[src/hdl/itc_map.svh]
`ifndef ITC_MAP_SVH
`define ITC_MAP_SVH

// Register byte offsets
`define ITC_OFF_CTRL 12'h000
`define ITC_OFF_MINW 12'h004
`define ITC_OFF_TDLY_ACQ 12'h008
`define ITC_OFF_TDLY_FRM 12'h00c
`define ITC_OFF_STAT 12'h010
`define ITC_OFF_SWTRIG 12'h014

// Control register fields
`define ITC_CTRL_LEGACY 0
`define ITC_CTRL_MODE_LO 1
`define ITC_CTRL_MODE_HI 2
`define ITC_CTRL_SWSRC_LO 3
`define ITC_CTRL_SWSRC_HI 4
`define ITC_CTRL_STSEL 5
`define ITC_CTRL_LSEL_LO 8
`define ITC_CTRL_LSEL_HI 9

// Status register fields
`define ITC_STAT_READY 0
`define ITC_STAT_PEND_LO 1
`define ITC_STAT_PEND_HI 2

// Reset values
`define ITC_RST_CTRL 32'h0000_0020
`define ITC_RST_MINW 7'h00
`define ITC_RST_TDLY 24'h00_0000

// Field widths
`define ITC_MINW_W 7
`define ITC_TDLY_W 24
`define ITC_MINC_W 14
`define ITC_DLYC_W 31

// Timing
`define ITC_CLK_PERIOD_NS 8
`define ITC_NS_PER_US 1000
`define ITC_CYC_PER_US \
  ((`ITC_NS_PER_US + `ITC_CLK_PERIOD_NS - 1) / `ITC_CLK_PERIOD_NS)
`define ITC_MINW_MAX_US 100
`define ITC_TDLY_MAX_US 10000000

`endif

[src/hdl/itc_pkg.sv]
package itc_pkg;

  typedef struct packed {
    logic psel;
    logic penable;
    logic pwrite;
    logic [11:0] paddr;
    logic [31:0] pwdata;
  } itc_apb_req_s;

  typedef struct packed {
    logic [31:0] prdata;
    logic pready;
    logic pslverr;
  } itc_apb_rsp_s;

  typedef enum logic {
    ITC_DLY_IDLE,
    ITC_DLY_RUN
  } itc_dly_e;

endpackage

[src/hdl/itc_stretch.sv]
`timescale 1ns/100ps
`include "itc_map.svh"

module itc_stretch #(
  parameter int CW = `ITC_MINC_W
) (
  input wire logic pclk,
  input wire logic presetn,
  input wire logic src,
  input wire logic [CW-1:0] min_cyc,
  output logic line
);
  logic src_d_r;
  logic [CW-1:0] cnt_r;
  logic line_r;
  logic rise;

  assign rise = src & ~src_d_r;
  assign line = line_r;

  always_ff @(posedge pclk or negedge presetn) begin
    if (!presetn) begin
      src_d_r <= 1'b0;
    end else begin
      src_d_r <= src;
    end
  end

  // A rise loads the hold count; the line stays high while the source
  // does or the count runs, so the wider of the two wins
  always_ff @(posedge pclk or negedge presetn) begin
    if (!presetn) begin
      cnt_r <= '0;
    end else if (rise && min_cyc != '0) begin
      cnt_r <= min_cyc - CW'(1);
    end else if (cnt_r != '0) begin
      cnt_r <= cnt_r - CW'(1);
    end
  end

  always_ff @(posedge pclk or negedge presetn) begin
    if (!presetn) begin
      line_r <= 1'b0;
    end else begin
      line_r <= src | (cnt_r != '0);
    end
  end
endmodule // itc_stretch

[src/hdl/itc_top.sv]
// The APB interface to the registers and the register addresses were decided locally.
`timescale 1ns/100ps
`include "itc_map.svh"

// How it works
// A line pulse shorter than its minimum width is held out to exactly that width.
// A line pulse at least as wide as its minimum leaves unchanged in width.
// Each minimum width is set in microseconds from 0 to 100.
// Four lines each keep their own minimum, chosen for access by a selector.
// A hardware trigger waits a programmed 0 to 10000000 us before acting.
// A delay of zero lets a hardware trigger act at once.
// Standard mode delays both triggers; legacy mode only acquisition start.
// No delay acts on a trigger whose mode is off or that comes from software.
// The ready flag, when selected, shows readiness for the mode's trigger.
// Acquisition start has no readable status of its own.
// Software should poll the ready flag before each software trigger.
// Microsecond settings become clock counts rounded up, never shorter.
module itc_top #(
  parameter int NUM_OUT = 4,
  parameter int MINW_MAX_US = `ITC_MINW_MAX_US,
  parameter int TDLY_MAX_US = `ITC_TDLY_MAX_US
) (
  input wire logic pclk,
  input wire logic presetn,
  input wire itc_pkg::itc_apb_req_s apb_req,
  output itc_pkg::itc_apb_rsp_s apb_rsp,
  input wire logic hw_acq_trig_pin,
  input wire logic hw_frm_trig_pin,
  input wire logic [NUM_OUT-1:0] out_src,
  input wire logic acq_ready_in,
  input wire logic frm_ready_in,
  output logic [NUM_OUT-1:0] out_line,
  output logic acq_start_eff,
  output logic frm_start_eff
);
  import itc_pkg::*;

  localparam int LSW = 2;
  localparam int NCH = 2;
  localparam logic [`ITC_MINW_W-1:0] MINW_MAX =
    `ITC_MINW_W'(MINW_MAX_US);
  localparam logic [`ITC_TDLY_W-1:0] TDLY_MAX =
    `ITC_TDLY_W'(TDLY_MAX_US);
  localparam logic [7:0] CYC_US = 8'(`ITC_CYC_PER_US);
  // A literal cannot be bit-selected, so the reset word gets a name
  localparam logic [31:0] RST_CTRL = `ITC_RST_CTRL;

  if (NUM_OUT < 1 || NUM_OUT > 4) begin : g_chk_out
    $error("itc_top: NUM_OUT must be 1 to 4");
  end
  if (MINW_MAX_US < 0 || MINW_MAX_US > 127) begin : g_chk_minw
    $error("itc_top: MINW_MAX_US out of range");
  end
  if (TDLY_MAX_US < 0 || TDLY_MAX_US > 16777215) begin : g_chk_tdly
    $error("itc_top: TDLY_MAX_US out of range");
  end

  // Control state
  logic legacy_r;
  logic [NCH-1:0] mode_on_r;
  logic [NCH-1:0] sw_src_r;
  logic stsel_r;
  logic [LSW-1:0] lsel_r;
  logic [`ITC_MINW_W-1:0] minw_r [NUM_OUT];
  logic [`ITC_TDLY_W-1:0] tdly_r [NCH];

  // Bus state
  logic pready_r;
  logic pslverr_r;
  logic [31:0] prdata_r;
  logic [31:0] prdata_nxt;
  logic addr_ok;
  logic setup;
  logic wr_commit;
  logic [11:0] addr;
  logic [31:0] wdata;

  // Trigger path state
  logic [NCH-1:0] pin_in;
  logic [NCH-1:0] sync1_r;
  logic [NCH-1:0] sync2_r;
  logic [NCH-1:0] prev_r;
  logic [NCH-1:0] hw_edge;
  logic [NCH-1:0] hw_take;
  logic [NCH-1:0] sw_pulse;
  logic [NCH-1:0] dly_apply;
  logic [NCH-1:0] fire;
  logic [NCH-1:0] eff_r;
  logic [NCH-1:0] pend;
  logic ready_r;

  logic [`ITC_MINW_W-1:0] minw_wr;
  logic [`ITC_TDLY_W-1:0] tdly_wr;

  assign addr = apb_req.paddr;
  assign wdata = apb_req.pwdata;
  assign setup = apb_req.psel & ~apb_req.penable;
  assign wr_commit = apb_req.psel & apb_req.penable & pready_r &
                     apb_req.pwrite;
  assign pin_in = {hw_frm_trig_pin, hw_acq_trig_pin};

  assign apb_rsp.prdata = prdata_r;
  assign apb_rsp.pready = pready_r;
  assign apb_rsp.pslverr = pslverr_r;
  assign acq_start_eff = eff_r[0];
  assign frm_start_eff = eff_r[1];

  // Out-of-range writes saturate instead of wrapping
  assign minw_wr = (wdata[31:`ITC_MINW_W] != '0 ||
                    wdata[`ITC_MINW_W-1:0] > MINW_MAX) ?
                   MINW_MAX : wdata[`ITC_MINW_W-1:0];
  assign tdly_wr = (wdata[31:`ITC_TDLY_W] != '0 ||
                    wdata[`ITC_TDLY_W-1:0] > TDLY_MAX) ?
                   TDLY_MAX : wdata[`ITC_TDLY_W-1:0];

  always_comb begin
    unique case (addr)
      `ITC_OFF_CTRL, `ITC_OFF_MINW, `ITC_OFF_TDLY_ACQ,
      `ITC_OFF_TDLY_FRM, `ITC_OFF_STAT, `ITC_OFF_SWTRIG: addr_ok = 1'b1;
      default: addr_ok = 1'b0;
    endcase
  end

  // Read data is captured in the setup cycle so it stands all access phase
  always_comb begin
    prdata_nxt = 32'h0000_0000;
    unique case (addr)
      `ITC_OFF_CTRL: begin
        prdata_nxt[`ITC_CTRL_LEGACY] = legacy_r;
        prdata_nxt[`ITC_CTRL_MODE_HI:`ITC_CTRL_MODE_LO] = mode_on_r;
        prdata_nxt[`ITC_CTRL_SWSRC_HI:`ITC_CTRL_SWSRC_LO] = sw_src_r;
        prdata_nxt[`ITC_CTRL_STSEL] = stsel_r;
        prdata_nxt[`ITC_CTRL_LSEL_HI:`ITC_CTRL_LSEL_LO] = lsel_r;
      end
      `ITC_OFF_MINW: begin
        if (32'(lsel_r) < NUM_OUT) begin
          prdata_nxt[`ITC_MINW_W-1:0] = minw_r[lsel_r];
        end
      end
      `ITC_OFF_TDLY_ACQ: prdata_nxt[`ITC_TDLY_W-1:0] = tdly_r[0];
      `ITC_OFF_TDLY_FRM: prdata_nxt[`ITC_TDLY_W-1:0] = tdly_r[1];
      `ITC_OFF_STAT: begin
        // Only the trigger-wait status exists; the start command has none
        prdata_nxt[`ITC_STAT_READY] = ready_r;
        prdata_nxt[`ITC_STAT_PEND_HI:`ITC_STAT_PEND_LO] = pend;
      end
      default: prdata_nxt = 32'h0000_0000;
    endcase
  end

  // Zero-wait slave: ready rises for the access phase after every setup
  always_ff @(posedge pclk or negedge presetn) begin
    if (!presetn) begin
      pready_r <= 1'b0;
      pslverr_r <= 1'b0;
      prdata_r <= 32'h0000_0000;
    end else begin
      pready_r <= setup;
      pslverr_r <= setup & ~addr_ok;
      if (setup) begin
        prdata_r <= (apb_req.pwrite || !addr_ok) ? 32'h0000_0000 :
                    prdata_nxt;
      end
    end
  end

  always_ff @(posedge pclk or negedge presetn) begin
    if (!presetn) begin
      legacy_r <= RST_CTRL[`ITC_CTRL_LEGACY];
      mode_on_r <= RST_CTRL[`ITC_CTRL_MODE_HI:`ITC_CTRL_MODE_LO];
      sw_src_r <= RST_CTRL[`ITC_CTRL_SWSRC_HI:`ITC_CTRL_SWSRC_LO];
      stsel_r <= RST_CTRL[`ITC_CTRL_STSEL];
      lsel_r <= RST_CTRL[`ITC_CTRL_LSEL_HI:`ITC_CTRL_LSEL_LO];
    end else if (wr_commit && addr == `ITC_OFF_CTRL) begin
      legacy_r <= wdata[`ITC_CTRL_LEGACY];
      mode_on_r <= wdata[`ITC_CTRL_MODE_HI:`ITC_CTRL_MODE_LO];
      sw_src_r <= wdata[`ITC_CTRL_SWSRC_HI:`ITC_CTRL_SWSRC_LO];
      stsel_r <= wdata[`ITC_CTRL_STSEL];
      lsel_r <= wdata[`ITC_CTRL_LSEL_HI:`ITC_CTRL_LSEL_LO];
    end
  end

  // A write lands only in the line the selector points at
  always_ff @(posedge pclk or negedge presetn) begin
    if (!presetn) begin
      for (int i = 0; i < NUM_OUT; i++) begin
        minw_r[i] <= `ITC_RST_MINW;
      end
    end else if (wr_commit && addr == `ITC_OFF_MINW) begin
      for (int i = 0; i < NUM_OUT; i++) begin
        if (32'(lsel_r) == i) begin
          minw_r[i] <= minw_wr;
        end
      end
    end
  end

  always_ff @(posedge pclk or negedge presetn) begin
    if (!presetn) begin
      tdly_r[0] <= `ITC_RST_TDLY;
      tdly_r[1] <= `ITC_RST_TDLY;
    end else if (wr_commit) begin
      if (addr == `ITC_OFF_TDLY_ACQ) begin
        tdly_r[0] <= tdly_wr;
      end
      if (addr == `ITC_OFF_TDLY_FRM) begin
        tdly_r[1] <= tdly_wr;
      end
    end
  end

  // Software trigger strobes, one cycle, only for a software-sourced
  // trigger whose mode is on
  assign sw_pulse = (wr_commit && addr == `ITC_OFF_SWTRIG) ?
                    (wdata[NCH-1:0] & mode_on_r & sw_src_r) : '0;

  // Trigger pins come from outside the clock domain
  always_ff @(posedge pclk or negedge presetn) begin
    if (!presetn) begin
      sync1_r <= '0;
      sync2_r <= '0;
      prev_r <= '0;
    end else begin
      sync1_r <= pin_in;
      sync2_r <= sync1_r;
      prev_r <= sync2_r;
    end
  end

  assign hw_edge = sync2_r & ~prev_r;
  assign hw_take = hw_edge & mode_on_r & ~sw_src_r;
  // Frame start is delayed only in standard mode
  assign dly_apply = {~legacy_r, 1'b1};

  for (genvar c = 0; c < NCH; c++) begin : g_dly
    itc_dly_e st_r;
    logic [`ITC_DLYC_W-1:0] cnt_r;
    logic [`ITC_DLYC_W-1:0] dly_cyc;
    logic direct;

    // Whole microseconds times whole cycles per microsecond, rounded up
    // Operands widened first so the full product is kept
    assign dly_cyc = `ITC_DLYC_W'(tdly_r[c]) *
                     `ITC_DLYC_W'(CYC_US);
    // A new edge while one is pending is dropped, not queued
    assign direct = hw_take[c] &
                    (~dly_apply[c] | (tdly_r[c] == '0));

    always_ff @(posedge pclk or negedge presetn) begin
      if (!presetn) begin
        st_r <= ITC_DLY_IDLE;
        cnt_r <= '0;
      end else begin
        unique case (st_r)
          ITC_DLY_IDLE: begin
            if (hw_take[c] && dly_apply[c] && tdly_r[c] != '0) begin
              st_r <= ITC_DLY_RUN;
              cnt_r <= dly_cyc;
            end
          end
          ITC_DLY_RUN: begin
            if (cnt_r == `ITC_DLYC_W'(1)) begin
              st_r <= ITC_DLY_IDLE;
            end
            cnt_r <= cnt_r - `ITC_DLYC_W'(1);
          end
        endcase
      end
    end

    assign fire[c] = (st_r == ITC_DLY_RUN) &&
                     (cnt_r == `ITC_DLYC_W'(1));
    assign pend[c] = (st_r == ITC_DLY_RUN);

    // Software triggers bypass the delay entirely
    always_ff @(posedge pclk or negedge presetn) begin
      if (!presetn) begin
        eff_r[c] <= 1'b0;
      end else begin
        eff_r[c] <= fire[c] | direct | sw_pulse[c];
      end
    end
  end

  // Ready flag follows the trigger that this mode waits on
  always_ff @(posedge pclk or negedge presetn) begin
    if (!presetn) begin
      ready_r <= 1'b0;
    end else begin
      ready_r <= stsel_r &
                 (legacy_r ? acq_ready_in : frm_ready_in);
    end
  end

  // Output line conditioning
  for (genvar i = 0; i < NUM_OUT; i++) begin : g_out
    logic [`ITC_MINC_W-1:0] min_cyc;

    assign min_cyc = `ITC_MINC_W'(minw_r[i]) *
                     `ITC_MINC_W'(CYC_US);

    itc_stretch #(
      .CW(`ITC_MINC_W)
    ) u_stretch (
      .pclk(pclk),
      .presetn(presetn),
      .src(out_src[i]),
      .min_cyc(min_cyc),
      .line(out_line[i])
    );
  end
endmodule // itc_top

[config.mk]
export PLATFORM = sky130hd
export DESIGN_NAME = itc_top
export DESIGN_NICKNAME = d
export VERILOG_FILES = /design/src/hdl/itc_pkg.sv /design/src/hdl/itc_stretch.sv /design/src/hdl/itc_top.sv
export VERILOG_INCLUDE_DIRS = /design/src /design/src/hdl
export SDC_FILE = /design/constraint.sdc
export NUM_CORES = 1
export LEC_CHECK = 0
export ABC_CLOCK_PERIOD_IN_PS = 8900
export BUFFER_PORTS_ARGS = -buffer_cell sky130_fd_sc_hd__buf_2
export CAP_MARGIN = 20
export CORE_MARGIN = 2
export CORE_UTILIZATION = 65
export DETAILED_ROUTE_END_ITERATION = 6
export GPL_TIMING_DRIVEN = 1
export MAX_ROUTING_LAYER = met4
export PLACE_DENSITY = 0.93
export SYNTH_ARGS = -nofsm -noshare
export SYNTH_HDL_FRONTEND = slang
export SYNTH_SLANG_ARGS = --single-unit
[constraint.sdc]
create_clock -name pclk -period 8.9 [get_ports pclk]
set_input_delay 1.335 -clock pclk [delete_from_list [all_inputs] [get_ports pclk]]
set_output_delay 1.335 -clock pclk [all_outputs]
set_load 0.005 [all_outputs]
* Word level (Yosys, flattened, before mapping) *
Index checks and enable logic that the tools add are counted.

word-level totals
  logic and storage cells = 181
  flip-flop bits (word level) = 255
  input bits = 57

cells by class
  eq/ne operators = 12
  mux-type cells = 33
  order comparisons = 3
  add/sub/neg operators = 10
  reductions and logical operators = 43
  multiply operators = 6
  bitwise gates (word level) = 38

operator list
  operator                                               count
  one-hot mux 31 bit (2 select lines)                    2
  two-way mux 14 bit                                     8
  nonzero test 14 bit                                    8
  subtractor 14 x 1 -> 14 bit, second input constant     8
  equality test 31 x 1 -> 1 bit, second input constant   2
  multiplier 24 x 7 -> 31 bit, second input constant     2
  two-way mux 31 bit                                     2
  subtractor 31 x 1 -> 31 bit, second input constant     2
  multiplier 7 x 7 -> 14 bit, second input constant      4
  zero test 24 bit                                       2
  two-way mux 24 bit                                     2
  nonzero test 24 bit                                    2
  one-hot mux 14 bit (2 select lines)                    1
  nonzero test 25 bit                                    1
  equality test 12 x 4 -> 1 bit, second input constant   2
  equality test 12 x 5 -> 1 bit, second input constant   2
  greater-than comparator 24 bit, second input constant  1
  two-way mux 7 bit                                      3
  one-hot mux 3 bit (5 select lines)                     1
  binary-select mux 7 bit (select 2 bit)                 1
  AND 1 bit                                              12
  equality test 12 x 3 -> 1 bit, second input constant   1
  logical AND 1 bit                                      12
  zero test 12 bit                                       1
  other kinds (23)                                       63

* Logic depth before layout (Yosys ltp) *
Gate-level depths: netlist of the first run.

  depth after elaboration = 8
  mapped depth = 27

* By module *
From an unflattened synthesis of the first run, not the netlist that was laid out.

unflattened totals
  cells, all modules = 2902
  area, all modules = 26873.3 sq um

by module, submodules not included
  module       area an instance (sq um)  seq. area each (sq um)  cells an instance  instances
  itc_top      22153.7                   4580.6                  2362               1
  itc_stretch  1179.9                    400.4                   135                4

* Worst setup path before layout of the first run *
Ideal clock, no wire load.

  kind = flip-flop to flip-flop
  start point = register minw_r[16] (netlist name)
  end point = register g_out[1].u_stretch.cnt_r[12]
  path slack = 2.506 ns
  required time = 8.766 ns
  setup time = 0.134 ns
  cell stages (with the launch flop) = 25
  buffers on the path = 2
  data arrival time = 6.260 ns
  period minus slack after synthesis = 6.394 ns
  cell sequence = dfrtp_1 fa_1 inv_1 fa_1 inv_1 fa_1 fa_1 ha_1 a21oi_1 o22ai_1 o41ai_2 nor4bb_1 nor3_1 a31o_2 buf_4 clkbuf_1 nor2_1 a21oi_1 ha_1 nor3b_1 nand3b_1 nor3_1 o21ai_1 mux2i_1 mux2i_1

on the way
  word-level cells in the longest chain between the ends = 4
  elaborated cells on any way between the ends = 6
  classes of those cells = add/sub (1); mul (1); mux (1); reduce/logical (3)

RTL lines
  what                                                                                 RTL line           RTL
  start, declared                                                                      itc_top.sv:64      logic [`ITC_MINW_W-1:0] minw_r [NUM_OUT];
  start signal, assigned by index                                                      itc_top.sv:187     minw_r[i] <= `ITC_RST_MINW;
  start signal, assigned by index                                                      itc_top.sv:192     minw_r[i] <= minw_wr;
  multiplier 7 x 7 -> 14 bit (no source line) (*)                                      -
  parallel branches: the longest is 3 deep, another holds subtractor 14 x 1 -> 14 bit  -
  end signal, assigned                                                                 itc_stretch.sv:35  cnt_r <= min_cyc - CW'(1);
  end signal, assigned                                                                 itc_stretch.sv:37  cnt_r <= cnt_r - CW'(1);
  end, declared                                                                        itc_stretch.sv:14  logic [CW-1:0] cnt_r;

Mark *: on every way between the ends.
A chain may end at the register's enable or synchronous reset.

* Final worst setup path of the first run *
Ends and elaborated chain as after synthesis.

==> run_results.csv, run 1 <==
group,metric,value,unit
synth,synth_seq_cells,247,
detailed_routing,drc,3,
clocking,cts_buffers,28,
floorplanning,initial_core_util,0.662,
clocking,clk_pin_slew_worst_paths,0.06,ns
synth,synthesis.area,0.0265,sq mm
floorplanning,rows,73,
timing,relSlewSlack,0.292,
clocking,htreeDepth,1,
floorplanning,core-area,0.0400,sq mm
worst_setup_path,cp.required,9.33,ns
final_layout,nets,3486,
synth,async_flop_share,1.00,
power,irDropWorstVdd,145,uV
floorplanning,die_w,206,microns
timing,holdWs,0.352,ns
worst_setup_path,path_max_fanout,19,
grt,grt.total_usage,0.339,
synth,yosys_most_used_dff,"dfrtp_1",
place,port_buffers,88,
floorplanning,io_pins,97,
detailed_routing,drt_iter0_drc,2035,
synth,synth_common_cells,"inv_1 (334), ha_1 (314), dfrtp_1 (246)",
synth,synth_edf_count,0,
synth,netlist-cell-type-count,91,
timing,period_share,0.807,
worst_setup_path,r2r_start,"minw_r[16]",
synth,avgSynthCellArea,9.39,sq um
synth,netlist_top_cells_area,"dfrtp_1 (23%), fa_1 (18%), ha_1 (15%)",
floorplanning,dieArea,0.0424,sq mm
grt,grt_pass1_wl,112000,microns
place,gp_congestion,0.953,
timing,fin_crit,7.19,ns
worst_setup_path,crit_path_frequent_cell,"fa_1",
synth,yosysWarnings,0,
clocking,cts_resized,0,
grt,grt-ovfl-total,0,
clocking,cts_root_buf,"clkbuf_16",
place,dp_hpwl,51000,microns
outcome,status,"complete, but fails checks",
detailed_routing,viasPerCell,6.35,
detailed_routing,vias,21700,
final_layout,fillers,2773,
timing,fin_skew,0.0104,ns
detailed_routing,drt_wl_total,67800,microns
synth,synth.most_common_cell,"inv_1",
outcome,violations,"DRC",
synth,synth_top_cell_by_area,"dfrtp_1",
synth,yosysSeqAreaShare,0.233,
worst_setup_path,endpoint_kind,"flop",
timing,hold_viol_final,0,
timing,setup_viol,0,
timing,max_clock_freq,139,MHz
detailed_routing,routedWlPerCell,19.8,microns
worst_setup_path,startpoint,"minw_r[16]",
clocking,cts_sinks,247,
worst_setup_path,cpMaxStageDelayCell,"nor3_1",
worst_setup_path,crit_chain,"fa_1 -> inv_1 -> fa_1 -> inv_1 -> fa_1 -> fa_1 -> ha_1 -> a21oi_1 -> o22ai_1 -> o41ai_2 -> nor4bb_1 -> nor3_1 -> a31o_2 -> nor2_1 -> a21oi_1 -> ha_1 -> nor3b_1 -> nand3b_1 -> nor3_1 -> o21ai_1 -> xnor2_1 -> mux2i_1",
final_layout,syn_to_final_growth,6.79,%
timing,fin_tns_setup,0,ns
detailed_routing,dr.pass1.iters,7,
timing,max_slew.worst_pin.slew,1.06,ns
final_layout,drive_above_1_share,0.0723,
worst_setup_path,cp_slowest_stage_delay,0.72,ns
flow_run,cap_violations,0,
synth,netlist.area_leader.share,0.232,
timing,drv_slew,0,
clocking,clock_path_buffers,3,
min_path,hold_start,"sync1_r[1]",
grt,grt_pass1_vias,22900,
grt,antenna_found_initial,5,
grt,grt_max_degree,101,
clocking,postCtsSetupRepairBufs,0,
detailed_routing,ant_nets,0,
clocking,cts_tree,"done",
timing,rsz0062_at_grt,"false",
power,leakagePower,15.0,nW
worst_setup_path,critPathKind,"reg -> reg",
clocking,hold_buffers,0,
power,pwr_density_cell,91.8,mW/mm^2
synth,syn_inst,2821,
min_path,hp-class,"reg -> reg",
worst_setup_path,cp.arrival,7.61,ns
floorplanning,chipHeight,206,microns
clocking,clock_latency,0.58,ns
worst_setup_path,startpoint_type,"flop",
[worst max-delay path, delay by kind of cell (launching register included)]
kind / cells / cell delay [ns]
simple gates: 6 / 1.72
compound gates: 6 / 1.68
fa+ha+maj: 6 / 2.72
mux: 1 / 0.09
flops: 1 / 0.53
xor+xnor: 1 / 0.16
buf+inv: 2 / 0.12
[cells by family after synthesis]
| kind of cell | after synthesis | share of synthesized area |
|---|---|---|
| adder cells (fa/ha/maj) | 558 | 0.333 |
| other | 1 | 0.000142 |
| AO/OA/AOI/OAI | 576 | 0.139 |
| multiplexers | 63 | 0.0294 |
| flip-flops | 247 | 0.233 |
| XOR/XNOR | 176 | 0.0595 |
| AND/OR/NAND/NOR | 778 | 0.144 |
| buffers and inverters | 422 | 0.0620 |
[placed cells by master, fill, tap and decap left out, types with 13 or more instances in the layout]
cell	n
nand2_1	241
and3_1	24
mux2i_1	38
a211oi_1	48
o21a_1	13
nand4_1	21
nor4_1	27
xor2_1	73
clkbuf_16	29
a22oi_1	25
a31oi_1	19
nor2_1	176
nor3b_1	18
nand2b_1	22
nor3_1	90
dfrtp_1	245
o31ai_1	13
or3_1	24
ha_1	314
nor2b_1	18
a21o_1	36
a21oi_1	134
inv_1	334
nand3_1	38
o211ai_1	13
mux2_2	14
buf_2	87
fa_1	244
xnor2_1	100
o21ai_0	179
and2_1	19
[layer usage]
| layer | wire length [microns] | share of wire | vias up | global-route usage |
|---|---|---|---|---|
| li1 | - | - | 9786 | - |
| met1 | 25300 | 0.37 | 10700 | 0.392 |
| met2 | 33200 | 0.49 | 953 | 0.557 |
| met3 | 5540 | 0.082 | 300 | 0.0751 |
| met4 | 3790 | 0.056 | 0 | 0.175 |
| met5 | 0 | 0 | - | - |
[registers in the layout (all words and copies together), names as in the netlist, 4 cells and up]
signal                   count
minw_r                      28
prdata_r                    24
tdly_r                      48
g_out.u_stretch.line         4
g_out.u_stretch.src_d_r      4
g_dly.cnt_r                 62
g_out.u_stretch.cnt_r       56
[stage by stage]
step                      cells  power [mW]   util  worst slack [ns]  cell area [sq um]
after global routing       3422        2.68  0.707              1.16              28300
after CTS                  3415        2.61  0.707              1.77              28300
after detailed placement   3364        1.41  0.683              1.82              27300
after floorplan            2828        1.33      -              2.51              26500
final                      3422        2.60  0.707              1.71              28300
after global placement     3364        1.40  0.683              2.12              27300
[worst paths after layout]
check                                                     to  slack (ns)  cells after the start
min in group asynchronous                 g_dly[0].cnt_r[28]        0.80                      1
worst min register to register                    sync2_r[1]        0.35                      0
worst max register to register  g_out[1].u_stretch.cnt_r[12]        1.71                     22
worst max-delay path            g_out[1].u_stretch.cnt_r[12]        1.71                     22
worst min-delay path                              sync2_r[1]        0.35                      0
max in group asynchronous                         tdly_r[37]        6.56                      2
[layout make-up]
class	count	area (sq um)	share of cell area
multi-input combinational	2159	18700	0.661
clock buffer	39	843	0.0298
clock inverter	12	96.3	0.00340
sequential	247	6180	0.219
inverter	334	1250	0.0443
timing repair buffer	101	549	0.0194
antenna	5	12.5	0.000442
tap	525	657	0.0232
[power by group]
group          leakage (nW)  internal [mW]  total, mW  switching, mW
Combinational          11.2         0.0778      0.196          0.119
Clock                 0.475          0.689       1.20          0.512
Sequential             3.26           1.16       1.20         0.0385
Total                  15.0           1.93       2.60          0.670
No activity file was read; power rests on OpenSTA's default activity.
==> run 2, diff against run 1 <==
--- a/config.mk
+++ b/config.mk
@@ -6,15 +6,16 @@
 export SDC_FILE = /design/constraint.sdc
 export NUM_CORES = 1
 export LEC_CHECK = 0
-export ABC_CLOCK_PERIOD_IN_PS = 8900
+export ABC_AREA = 1
+export ABC_CLOCK_PERIOD_IN_PS = 6070
 export BUFFER_PORTS_ARGS = -buffer_cell sky130_fd_sc_hd__buf_2
 export CAP_MARGIN = 20
 export CORE_MARGIN = 2
-export CORE_UTILIZATION = 65
+export CORE_UTILIZATION = 59
 export DETAILED_ROUTE_END_ITERATION = 6
 export GPL_TIMING_DRIVEN = 1
 export MAX_ROUTING_LAYER = met4
-export PLACE_DENSITY = 0.93
+export PLACE_DENSITY = 0.89
 export SYNTH_ARGS = -nofsm -noshare
 export SYNTH_HDL_FRONTEND = slang
 export SYNTH_SLANG_ARGS = --single-unit
==> constraint.sdc (replaced) <==
create_clock -name pclk -period 6.07 [get_ports pclk]
set_input_delay 0.9105 -clock pclk [delete_from_list [all_inputs] [get_ports pclk]]
set_output_delay 0.9105 -clock pclk [all_outputs]
set_load 0.005 [all_outputs]
==> run_results.csv, run 2 <==
group,metric,value,unit
outcome,status,"complete, but fails checks",
outcome,violations,"DRC",
final_layout,regMostFlops,"g_dly.cnt_r",
floorplanning,core-area,0.0467,sq mm
clocking,postCtsSetupRepairBufs,0,
final_layout,nets,4266,
floorplanning,dieArea,0.0490,sq mm
floorplanning,io_pins,97,
detailed_routing,drt_wl_total,71000,microns
flow_run,cap_violations,0,
timing,fin_skew,0.0139,ns
synth,synth.most_common_cell,"nand2_1",
timing,fin_crit,5.48,ns
final_layout,syn_to_final_growth,7.01,%
detailed_routing,drc,63,
detailed_routing,routedWlPerCell,16.6,microns
grt,grt-ovfl-total,0,
grt,antenna_found_initial,5,
power,leakagePower,16.4,nW
clocking,hold_buffers,0,
clocking,clock_path_buffers,3,
timing,rsz0062_at_grt,"false",
grt,grt_max_degree,156,
final_layout,final_cell_mix,"nand2_1 (741), inv_1 (641), ha_1 (314)",
synth,synth_top_cell_by_area,"dfrtp_1",
min_path,hp-class,"in -> async",
synth,netlist-cell-type-count,66,
final_layout,largestRegisters,"g_dly.cnt_r x62, g_out.u_stretch.cnt_r x56, tdly_r x48",
final_layout,fillers,3834,
worst_setup_path,endpoint_kind,"flop",
clocking,cts_root_buf,"clkbuf_16",
clocking,clk_pin_slew_worst_paths,0.07,ns
synth,yosys_most_used_dff,"dfrtp_1",
detailed_routing,dr.pass1.iters,7,
timing,hold_viol_final,0,
clocking,cts_buffers,29,
detailed_routing,vias,24600,
clocking,htreeDepth,1,
grt,grt_pass1_wl,117000,microns
detailed_routing,ant_nets,0,
synth,synth_seq_cells,247,
timing,fin_tns_setup,0,ns
detailed_routing,viasPerCell,5.75,
grt,grt.total_usage,0.299,
synth,netlist_top_cells_area,"dfrtp_1 (22%), fa_1 (18%), ha_1 (14%)",
clocking,cts_sinks,247,
clocking,clock_latency,0.60,ns
floorplanning,die_w,221,microns
worst_setup_path,cp.required,6.55,ns
timing,max_slew.worst_pin.slew,1.01,ns
synth,syn_inst,3585,
worst_setup_path,cp.arrival,5.96,ns
worst_setup_path,path_max_fanout,15,
synth,yosysWarnings,0,
synth,yosysSeqAreaShare,0.222,
synth,synth_common_cells,"nand2_1 (741), inv_1 (641), ha_1 (314)",
timing,max_clock_freq,182,MHz
synth,synth_edf_count,0,
final_layout,largest_register_ffs,62,
place,port_buffers,88,
timing,drv_slew,0,
place,dp_hpwl,54900,microns
place,gp_congestion,0.986,
grt,grt_pass1_vias,24100,
power,pwr_density_cell,136,mW/mm^2
worst_setup_path,cpMaxStageDelayCell,"fa_1",
synth,synthesis.area,0.0279,sq mm
detailed_routing,drt_iter0_drc,2476,
floorplanning,chipHeight,221,microns
timing,relSlewSlack,0.325,
floorplanning,rows,79,
worst_setup_path,crit_path_frequent_cell,"nand2_1",
timing,period_share,0.903,
worst_setup_path,cp_slowest_stage_delay,0.64,ns
timing,setup_viol,0,
power,irDropWorstVdd,199,uV
worst_setup_path,critPathKind,"reg -> reg",
final_layout,layout_commonest_cell,"nand2_1",
worst_setup_path,startpoint_type,"flop",
synth,avgSynthCellArea,7.78,sq um
synth,async_flop_share,1.00,
power,finalPower,4.07,mW
final_layout,drive_above_1_share,0.0811,
floorplanning,initial_core_util,0.598,
clocking,cts_resized,0,
synth,netlist.area_leader.share,0.221,
clocking,cts_tree,"done",
worst_setup_path,reg2regPathDepth,28,
## run 2: changes by cell type after synthesis, moves of 67 or more
| cell | delta |
|---|---|
| nor2_1 | +123 |
| xnor2_1 | -76 |
| nand3_1 | +149 |
| inv_1 | +307 |
| nand2_1 | +500 |
| nor3_1 | -67 |
## run 2: cell type report
class | instances | area [sq um] | area share
inverter | 656 | 2460 | 0.0825
timing repair buffer | 99 | 546 | 0.0183
antenna | 7 | 17.5 | 0.000587
sequential | 247 | 6180 | 0.207
tap | 607 | 759 | 0.0254
clock buffer | 37 | 796 | 0.0267
multi-input combinational | 2618 | 18900 | 0.633
clock inverter | 17 | 206 | 0.00692
## run 2: logic make-up (layout without fill, tap and decap cells)
family                     count (synthesis)  in the layout  share of synthesized area
adders and majority gates                558            558                      0.316
muxes                                      1              1                   0.000404
AOI/OAI and AO/OA                        507            507                      0.106
and+or+nand+nor                         1501           1501                      0.240
other                                      1             15                   0.000134
xor gates and xnor gates                  43             43                     0.0135
DFF                                      247            247                      0.222
buffers and inverters                    727            809                      0.102
## run 2: final timing paths
path / start / to / slack [ns]
max in group asynchronous: presetn / g_out[0].u_stretch.cnt_r[9] / 4.35
worst min-delay path: presetn / g_dly[1].cnt_r[25] / 0.33
worst max-delay path: minw_r[23] / g_out[0].u_stretch.cnt_r[10] / 0.59
worst min register to register: sync1_r[1] / sync2_r[1] / 0.35
worst max register to register: minw_r[23] / g_out[0].u_stretch.cnt_r[10] / 0.59
min in group pclk: sync1_r[1] / sync2_r[1] / 0.35
## run 2: power by group
part	internal, mW	switching, mW
combinational	0.137	0.302
sequential	1.72	0.0328
clock	1.10	0.784
## run 2: layer usage
metal  GRT usage  up-vias  wire (microns)
li1            -    11700               -
met1       0.377    11700           28600
met2       0.488     1075           33600
met3      0.0491      235            5600
met4       0.111        0            3100
met5           -        -               0
## run 2: metrics by stage
step           cells  setup slack [ns]  cell area [sq um]  hold slack, ns  utilization
5_1_grt         4284             0.136              29800           0.369        0.640
2_1_floorplan   3592              1.14              27900           0.331            -
3_5_place_dp    4226             0.644              28800           0.347        0.618
6_report        4288             0.589              29900           0.326        0.640
3_3_place_gp    4226             0.779              28800           0.344        0.618
4_1_cts         4280             0.615              29800           0.355        0.639
## run 2: worst max-delay path: cells and delay by family, from the launching register on
family                   cells  cell delay, ns
buffers and inverters        3            0.20
adder cells (fa/ha/maj)      6            2.66
flip-flops                   1            0.54
AND/OR/NAND/NOR             19            1.98
